**src/spram_pkg.sv**
```systemverilog
// Constants, field layouts and carrier types of the single-port RAM block.
// Assumes one clock domain and an APB master on the register side.
package spram_pkg;

    // Array shape, fixed at build time
    localparam int DATA_W = 20;
    localparam int ADDR_W = 5;
    localparam int DEPTH = 32;
    localparam int BYTE_W = 10;
    localparam int BE_W = DATA_W / BYTE_W;
    // Write width over read width; one port, so always one
    localparam int PORT_RATIO = 1;

    // Implementation target encodings
    localparam logic [1:0] TGT_AUTO = 2'h0;
    localparam logic [1:0] TGT_DIST = 2'h1;
    localparam logic [1:0] TGT_BLOCK = 2'h2;
    localparam logic [1:0] TGT_LOGIC_CELL = 2'h3;

    // Block depth slice limit encodings
    localparam logic [1:0] MD_AUTO = 2'h0;
    localparam logic [1:0] MD_32_OR_512 = 2'h1;
    localparam logic [1:0] MD_1024 = 2'h2;
    localparam logic [1:0] MD_2048 = 2'h3;
    localparam int DIST_MAX_DEPTH = 32;
    localparam int BLK_DEPTH_A = 512;
    localparam int BLK_DEPTH_B = 1024;
    localparam int BLK_DEPTH_C = 2048;

    // Bit positions in the clear-select field
    localparam int ACLR_DATA = 0;
    localparam int ACLR_WREN = 1;
    localparam int ACLR_ADDR = 2;
    localparam int ACLR_Q = 3;
    localparam int ACLR_BE = 4;

    // Register map, byte addresses
    localparam logic [11:0] OFS_CTRL = 12'h000;
    localparam logic [11:0] OFS_STATUS = 12'h004;
    localparam logic [11:0] OFS_INFO = 12'h008;
    localparam logic [11:0] OFS_MEM = 12'h100;
    localparam logic [11:0] MEM_SPAN = 12'h080;

    // Status field positions
    localparam int ST_LEGAL = 0;
    localparam int ST_BE_ACT = 1;
    localparam int ST_NBE_X = 2;
    localparam int ST_WREN = 3;
    localparam int ST_ADDR_LSB = 8;

    // Info field positions
    localparam int INF_DATA_LSB = 0;
    localparam int INF_BYTE_LSB = 8;
    localparam int INF_DEPTH_LSB = 16;

    typedef struct packed {
        logic [1:0] target;
        logic [1:0] max_depth;
        logic sclr_on;
        logic [4:0] aclr_sel;
        logic nbe_x;
        logic rdw_new;
        logic force_zero;
        logic rden_on;
        logic byte_en_on;
        logic stall_on;
        logic use_out_ce;
        logic use_in_ce;
        logic dual_clk;
        logic reg_out;
        logic reg_addr;
        logic reg_in;
    } spram_ctrl_type;

    localparam int CTRL_W = $bits(spram_ctrl_type);
    localparam spram_ctrl_type CTRL_RST = 22'h00_0003;

    typedef struct packed {
        logic psel;
        logic penable;
        logic pwrite;
        logic [11:0] paddr;
        logic [31:0] pwdata;
    } spram_apb_req_type;

    typedef struct packed {
        logic [DATA_W-1:0] data;
        logic wren;
        logic [ADDR_W-1:0] address;
        logic [BE_W-1:0] byteena;
        logic rden;
        logic ce_in;
        logic ce_out;
        logic addr_stall;
        logic aclr;
        logic sclr;
    } spram_fab_req_type;

    typedef struct packed {
        logic [DEPTH-1:0][DATA_W-1:0] mem;
        spram_ctrl_type ctrl;
        logic [DATA_W-1:0] data_r;
        logic wren_r;
        logic [BE_W-1:0] be_r;
        logic rden_r;
        logic [ADDR_W-1:0] addr_r;
        logic [DATA_W-1:0] lat_r;
        logic [DATA_W-1:0] q_r;
        logic [31:0] prdata_r;
        logic pready_r;
        logic pslverr_r;
    } spram_state_type;

endpackage : spram_pkg

```
**src/spram_top.sv**
```systemverilog
// Single-port synchronous RAM with APB configuration and preload window.
// Assumes fabric inputs and the APB master are synchronous to CLK.
//
// What this block does
// - Depth limit: 32 on distributed, 512/1024/2048 on block, or automatic.
// - Single-clock mode: one clock enable governs every register.
// - Dual mode: input registers and output registers use separate enables.
// - Data/wren, address and read data registering each selectable.
// - Registered ports update only while their clock enable is high.
// - Input and output clock enables selectable independently.
// - Active-high address stall holds the captured address.
// - Byte-enabled write changes only enabled bytes; others keep contents.
// - Byte size 5/10 on distributed, 8/9/10 on block; width divisible.
// - Byte enables offered only with port width ratio 1 or 2.
// - Clear resets only selected registered ports.
// - Synchronous clear zeroes the registered read data.
// - Optional read enable; reads happen only while it is high.
// - Don't-care mode may return anything for same-address read-write.
// - New-data mode presents the word being written in that cycle.
// - Masked bytes may read unknown; not on block target with new data.
// - Contents start at zero; loadable by software before use.
// - Force-to-zero drives read data to zero while read enable is low.
// - With unregistered output, clears act on the output latch.
//
// The address map and the APB slave port were chosen for this implementation.
`timescale 1ns/1ps

module spram_top (
    input wire logic CLK,
    input wire logic SYS_RST,
    input wire spram_pkg::spram_apb_req_type APB_REQ,
    output logic [31:0] PRDATA,
    output logic PREADY,
    output logic PSLVERR,
    input wire spram_pkg::spram_fab_req_type FAB_REQ,
    output logic [spram_pkg::DATA_W-1:0] Q
);
    import spram_pkg::*;

    spram_state_type state_r;
    spram_state_type state_nxt;

    // Whether the selected target and depth slice can be built
    function automatic logic cfg_legal(input spram_ctrl_type c);
        logic ok;
        ok = 1'b0;
        case (c.target)
            TGT_AUTO: begin
                ok = (c.max_depth == MD_AUTO);
            end
            TGT_DIST: begin
                ok = (c.max_depth == MD_AUTO
                      || (c.max_depth == MD_32_OR_512
                          && DEPTH <= DIST_MAX_DEPTH))
                     && (BYTE_W == 5 || BYTE_W == 10);
            end
            TGT_BLOCK: begin
                ok = (BYTE_W == 8 || BYTE_W == 9 || BYTE_W == 10);
            end
            TGT_LOGIC_CELL: begin
                ok = (c.max_depth == MD_AUTO);
            end
            default: begin
                ok = 1'b0;
            end
        endcase
        return ok && (DATA_W % BYTE_W == 0);
    endfunction : cfg_legal

    // Combinational helpers
    spram_ctrl_type c;
    logic ce_in;
    logic ce_out;
    logic addr_hold;
    logic [DATA_W-1:0] d_eff;
    logic we_eff;
    logic [BE_W-1:0] be_eff;
    logic rden_src;
    logic rd_eff;
    logic [ADDR_W-1:0] a_eff;
    logic be_act;
    logic nbe_x_act;
    logic [DATA_W-1:0] old_w;
    logic [DATA_W-1:0] new_w;
    logic [DATA_W-1:0] rd_w;
    logic do_write;
    logic apb_done;
    logic apb_setup;
    logic in_mem;
    logic [ADDR_W-1:0] apb_idx;
    logic [11:0] mem_off;
    logic [31:0] rd_bus;
    logic rd_err;

    always_comb begin
        state_nxt = state_r;
        c = state_r.ctrl;
        old_w = '0;
        new_w = '0;
        rd_w = '0;
        rd_bus = 32'h0000_0000;
        rd_err = 1'b0;

        // Enables: single mode shares one enable with the output side
        ce_in = !c.use_in_ce || FAB_REQ.ce_in;
        if (c.dual_clk) begin
            ce_out = !c.use_out_ce || FAB_REQ.ce_out;
        end else begin
            ce_out = ce_in;
        end
        addr_hold = c.stall_on && FAB_REQ.addr_stall;

        // Input registers
        if (ce_in) begin
            state_nxt.data_r = FAB_REQ.data;
            state_nxt.wren_r = FAB_REQ.wren;
            state_nxt.be_r = FAB_REQ.byteena;
            state_nxt.rden_r = FAB_REQ.rden;
            if (!addr_hold) begin
                state_nxt.addr_r = FAB_REQ.address;
            end
        end

        // Port values seen by the array, registered or direct
        d_eff = c.reg_in ? state_r.data_r : FAB_REQ.data;
        we_eff = c.reg_in ? state_r.wren_r : FAB_REQ.wren;
        be_eff = c.reg_in ? state_r.be_r : FAB_REQ.byteena;
        rden_src = c.reg_in ? state_r.rden_r : FAB_REQ.rden;
        a_eff = c.reg_addr ? state_r.addr_r : FAB_REQ.address;

        be_act = c.byte_en_on
                 && (PORT_RATIO == 1 || PORT_RATIO == 2);
        // Masked-unknown read is refused on block target with new data
        nbe_x_act = c.nbe_x && be_act
                    && !(c.target == TGT_BLOCK && c.rdw_new);
        rd_eff = !c.rden_on || rden_src;
        do_write = we_eff && ce_in;

        old_w = state_r.mem[a_eff];
        for (int b = 0; b < BE_W; b++) begin
            if (!be_act || be_eff[b]) begin
                new_w[b*BYTE_W +: BYTE_W] = d_eff[b*BYTE_W +: BYTE_W];
            end else begin
                new_w[b*BYTE_W +: BYTE_W] = old_w[b*BYTE_W +: BYTE_W];
            end
        end

        // Don't-care returns the old word, an allowed value
        if (do_write && c.rdw_new) begin
            rd_w = new_w;
        end else begin
            rd_w = old_w;
        end
        if (do_write && nbe_x_act) begin
            for (int b = 0; b < BE_W; b++) begin
                if (!be_eff[b]) begin
                    rd_w[b*BYTE_W +: BYTE_W] = '0;
                end
            end
        end

        // APB decode
        apb_setup = APB_REQ.psel && !APB_REQ.penable;
        apb_done = APB_REQ.psel && APB_REQ.penable && state_r.pready_r;
        mem_off = APB_REQ.paddr - OFS_MEM;
        in_mem = (APB_REQ.paddr >= OFS_MEM)
                 && (APB_REQ.paddr < OFS_MEM + MEM_SPAN);
        apb_idx = mem_off[ADDR_W+1:2];

        // Software preload comes first so a fabric write wins
        if (apb_done && APB_REQ.pwrite) begin
            if (APB_REQ.paddr == OFS_CTRL) begin
                state_nxt.ctrl = spram_ctrl_type'(APB_REQ.pwdata[CTRL_W-1:0]);
            end else if (in_mem) begin
                state_nxt.mem[apb_idx] = APB_REQ.pwdata[DATA_W-1:0];
            end
        end
        if (do_write) begin
            state_nxt.mem[a_eff] = new_w;
        end

        // Output latch: capture on read, zero or hold otherwise
        if (ce_out && rd_eff) begin
            state_nxt.lat_r = rd_w;
        end else if (ce_out && c.force_zero && !rd_eff) begin
            state_nxt.lat_r = '0;
        end
        // Else the latch keeps its value

        if (c.reg_out) begin
            if (ce_out) begin
                state_nxt.q_r = state_r.lat_r;
            end
        end else begin
            state_nxt.q_r = state_nxt.lat_r;
        end

        if (c.sclr_on && FAB_REQ.sclr) begin
            state_nxt.lat_r = '0;
            state_nxt.q_r = '0;
        end

        // Clear touches only the selected ports
        if (FAB_REQ.aclr) begin
            if (c.aclr_sel[ACLR_DATA]) begin
                state_nxt.data_r = '0;
            end
            if (c.aclr_sel[ACLR_WREN]) begin
                state_nxt.wren_r = 1'b0;
            end
            if (c.aclr_sel[ACLR_ADDR]) begin
                state_nxt.addr_r = '0;
            end
            if (c.aclr_sel[ACLR_BE]) begin
                state_nxt.be_r = '0;
            end
            if (c.aclr_sel[ACLR_Q]) begin
                state_nxt.lat_r = '0;
                state_nxt.q_r = '0;
            end
        end

        // Read data is prepared at setup and held through the access
        if (APB_REQ.paddr == OFS_CTRL) begin
            rd_bus[CTRL_W-1:0] = c;
        end else if (APB_REQ.paddr == OFS_STATUS) begin
            rd_bus[ST_LEGAL] = cfg_legal(c);
            rd_bus[ST_BE_ACT] = be_act;
            rd_bus[ST_NBE_X] = nbe_x_act;
            rd_bus[ST_WREN] = state_r.wren_r;
            rd_bus[ST_ADDR_LSB +: ADDR_W] = state_r.addr_r;
        end else if (APB_REQ.paddr == OFS_INFO) begin
            rd_bus[INF_DATA_LSB +: 8] = 8'(DATA_W);
            rd_bus[INF_BYTE_LSB +: 8] = 8'(BYTE_W);
            rd_bus[INF_DEPTH_LSB +: 16] = 16'(DEPTH);
        end else if (in_mem) begin
            rd_bus[DATA_W-1:0] = state_r.mem[apb_idx];
        end else begin
            rd_err = 1'b1;
        end

        // No wait states: pready rises in the first access cycle
        state_nxt.pready_r = APB_REQ.psel && !apb_done;
        if (apb_setup) begin
            state_nxt.prdata_r = APB_REQ.pwrite ? 32'h0000_0000 : rd_bus;
            state_nxt.pslverr_r = rd_err;
        end else if (apb_done) begin
            state_nxt.prdata_r = 32'h0000_0000;
            state_nxt.pslverr_r = 1'b0;
        end
    end

    // Contents start at zero
    always_ff @(posedge CLK or posedge SYS_RST) begin
        if (SYS_RST) begin
            state_r <= '0;
            state_r.ctrl <= CTRL_RST;
        end else begin
            state_r <= state_nxt;
        end
    end

    assign PRDATA = state_r.prdata_r;
    assign PREADY = state_r.pready_r;
    assign PSLVERR = state_r.pslverr_r;
    assign Q = state_r.q_r;

endmodule : spram_top

```
**config.mk**
```make
export PLATFORM = sky130hd
export DESIGN_NAME = spram_top
export DESIGN_NICKNAME = d
export VERILOG_FILES = /design/src/spram_pkg.sv /design/src/spram_top.sv
export SDC_FILE = /design/constraint.sdc
export NUM_CORES = 2
export LEC_CHECK = 0
export BUFFER_PORTS_ARGS = -buffer_cell sky130_fd_sc_hd__buf_2
export CELL_PAD_IN_SITES_DETAIL_PLACEMENT = 1
export CELL_PAD_IN_SITES_GLOBAL_PLACEMENT = 1
export CORE_MARGIN = 2
export CORE_UTILIZATION = 50
export CTS_CLUSTER_DIAMETER = 40
export DETAILED_ROUTE_END_ITERATION = 12
export MAX_ROUTING_LAYER = met4
export PLACE_DENSITY_LB_ADDON = 0.1
export SYNTH_ARGS = -nofsm -noshare
export SYNTH_HDL_FRONTEND = slang
export SYNTH_SLANG_ARGS = --single-unit
```
**constraint.sdc**
```tcl
create_clock -name CLK -period 38.4 [get_ports CLK]
set_clock_uncertainty 0.05 [all_clocks]
set_input_delay 11.52 -clock CLK [delete_from_list [all_inputs] [get_ports CLK]]
set_output_delay 11.52 -clock CLK [all_outputs]
set_load 0.03 [all_outputs]
```
==> results.md <==
- Run status: complete, no violations
- Gate Count Post-Synth: 5197
- CP Data Arrival Time: 16.93 ns
- Sequential share of the synthesized area: 36.9%
- CP max stage delay: 0.89 ns
- Worst Hold Class: flip-flop to flip-flop
- Max-cap viol count: 0
- Row cnt: 117
- DR iter-0 viols: 5783
- Ys async rst share: 100%
- Largest net degree at the start of global routing: 106
- DR vias/cell: 7.51
- Final Hold Fails: 0
- GRT Overall Usage: 44.4%
- Clock buffer count from CTS: 146
- Worst Path Buf+Inv: 4
- Tcrit/Tclk final: 42.5%
- Critical-path top delay cell: mux2_8
- Post-synthesis register bit count: 755
- Placed cells: 6152
- Nets: 5017
- Peak VDD IR: 45.1 uV
- Initial antenna violation count: 9
- Final Util: 55.9%
- Netlist cell types: 79
- H-tree level count: 4
- CP delay by family, top: buffers and inverters
- Critical path capture point type: flip-flop
- Worst path most repeated cell: buf_4
- GP Congestion: 0.933
- Routed len/inst: 35.5 um
- # hold bufs at CTS: 0
- Main flop type after synthesis: dfrtp_1
- ANT nets after route: 0
- Final Instance Area: 56800 um^2
- Hold Crit Depth: 2
- Slew Viols, Final: 0
- Clock Latency Late Sink: 0.77 ns
- Area grow syn2layout: 10.9%
- R2r startpoint: c[1]
- Rel. slew slack: 1.67%
- Area share of the largest cell type after synthesis: 36.8%
- WP data required: 38.99 ns
- PwrDens: 55.8 nW/um^2
- Worst Tran Pin Value: 1.47 ns
- Worst-path clk slew: 0.05 ns
- Yosys warnings: 0
- Mean post-synth cell area: 9.86 um^2
- WS Path Type: input pin to flip-flop
- Post-CTS Repair Setup Buffers: 0
- Final setup vio count: 0
- Clock Sinks: 755
- Die area: 105000 um^2
- Final worst path period need: 16.33 ns
- CP startpoint kind: input pin
- Fmax: 61.2 MHz
- Die Wd: 324 um
- FF-to-FF End: state_r[195]
- FF-to-FF path depth: 11
- Layout cell share with drive strength beyond 1: 17.8%
- Hold Crit Start: state_r[79]
- Initial DRT Pass Iterations: 8
- DRT Wirelength: 228000 um
- HPWL after DPL: 143000 um
- # DRC: 0
- Clock Path Buffers: 3
- CORE AREA: 102000 um^2
- Post-synth EDFFs: 0
- Hold Path End: state_r[79]
- Global-route wire length before repair: 335000 um
- Post-cts sizing count: 0
- Vias in the first global route: 48900
- R2r setup slk: 31.47 ns
- Final Non-Filler Cells: 6428
- Hold_ws: 0.415 ns
- Starting Density: 50.4%
- Chip Height: 324 um
- Fin Setup TNS: 0 ns
- Area after DPL: 51800 um^2
- Mapped cell area: 51200 um^2
- IO Count: 137
- RSZ-0062 raised after global routing: false
- Top cells by area, synth: dfrtp_1 (37%), mux2i_1 (15%), a221oi_1 (9.5%)
- LEAKAGE: 21.0 nW
- DR vias: 48300
- Synth area leader: dfrtp_1
- Crit path cell chain: buf_4 > buf_4 > mux2_8 > buf_4 > mux4_1 > nor2_1 > nor4_2 > nand4_2 > buf_4 > a221oi_1
- CTS tree: built
- GRT Residual Overflow: 0
- I/O Buffers: 116
- Max Fanout on Critical Path: 96
- Root buffer cell: clkbuf_16
placed cells by master (no fill, tap or decap), types with 17 or more instances in the layout:
cell type,count
buf_2,112
mux2_2,32
nor4b_1,40
a221oi_1,558
o22ai_1,134
dfrtp_1,751
o21ai_0,59
a221o_1,23
a22oi_1,29
a32oi_1,109
a31oi_1,62
a21oi_1,79
clkinv_2,26
nor2_1,868
mux4_2,170
inv_1,71
bufinv_16,21
clkbuf_1,21
clkbuf_16,148
nor4_1,48
o221ai_1,24
buf_4,151
mux2i_1,780
a221oi_2,84
o2111ai_1,40
inv_6,17
and4_1,17
nand2_1,323
nor2_2,23
area by class of cell:
| class | instances | area, um^2 |
|---|---|---|
| antenna | 10 | 25.0 |
| clock buffer | 180 | 3930 |
| clock inverter | 86 | 1110 |
| fill | 10900 | 44900 |
| inverter | 72 | 278 |
| multi-input combinational | 3692 | 29200 |
| sequential | 755 | 18900 |
| tap | 1368 | 1710 |
| timing repair buffer | 265 | 1720 |
metal layers:
layer / track usage (%) / routed length (um)
met4: 28.8 / 16100
met2: 65.2 / 101000
met3: 8.25 / 20700
met5: - / 0
met1: 56.2 / 89800
report_power, final:
group | switching [mW] | internal (mW) | leakage, nW | total [mW]
sequential | 0.164 | 0.969 | 9.04 | 1.13
combinational | 0.395 | 0.296 | 9.49 | 0.691
clock | 0.475 | 0.871 | 2.46 | 1.35
total | 1.03 | 2.14 | 21.0 | 3.17
through the flow:
step / worst slack [ns] / total power [mW]
after floorplan: 5.64 / 1.58
after CTS: 22.36 / 3.15
after detailed placement: 21.59 / 1.80
after global placement: 21.61 / 1.77
final: 22.07 / 3.17
after global routing: 22.10 / 3.26
cells in the mapped netlist (5+ instances only):
cell type and count:
mux2_2 32, clkbuf_1 371, a221oi_1 558, buf_6 14, nand4_1 9, dfrtp_1 753
mux2i_1 781, a21oi_2 5, nand3_1 6, nand4_2 14, a221o_1 23, nor3_1 9
inv_1 72, a21oi_1 79, nor2_1 898, or2_2 5, nand3b_1 6, or3_1 5
nand2_1 334, a22oi_1 31, buf_1 44, buf_4 96, a32o_1 7, o21ai_0 59
a31oi_1 62, o21ai_1 7, a32oi_1 110, and4_1 17, o2111ai_1 40, o22a_1 5
nor4_1 48, o221ai_1 24, nor4b_1 40, mux4_2 170, nor2b_1 9, buf_2 161
o22ai_1 135, a221oi_2 84, nand2b_1 12, o211ai_1 5
sequential cells by signal (all words and copies together) (netlist names):
name     flops
state_r    689
be_act       1
PREADY       1
Q           20
PRDATA      22
c           21
PSLVERR      1
logic make-up (layout without fill, tap and decap cells):
kind of cell / after synthesis / after routing / synth area share, %
flip-flops: 755 / 755 / 36.9
multiplexers: 986 / 986 / 23.6
AO/OA/AOI/OAI: 1261 / 1261 / 20.6
AND/OR/NAND/NOR: 1433 / 1433 / 12.0
adder cells (fa/ha/maj): 2 / 2 / 0.0488
other: 1 / 20 / 0.00732
buffers and inverters: 759 / 603 / 6.86
worst max path at each step:
stage,from,endpoint,cells past startpoint
6_report,FAB_REQ[9],state_r[184],10
5_1_grt,FAB_REQ[9],state_r[144],10
4_1_cts,FAB_REQ[9],state_r[184],10
3_5_place_dp,FAB_REQ[9],state_r[184],10
3_3_place_gp,FAB_REQ[9],state_r[184],10
2_1_floorplan,SYS_RST,PRDATA[0],1
tightest hold or removal path: cells and delay by family, from the launching register on:
kind	cells	cell delay, ns
flops	1	0.33
simple gates	2	0.10
Power figures use the tool's default switching activity.
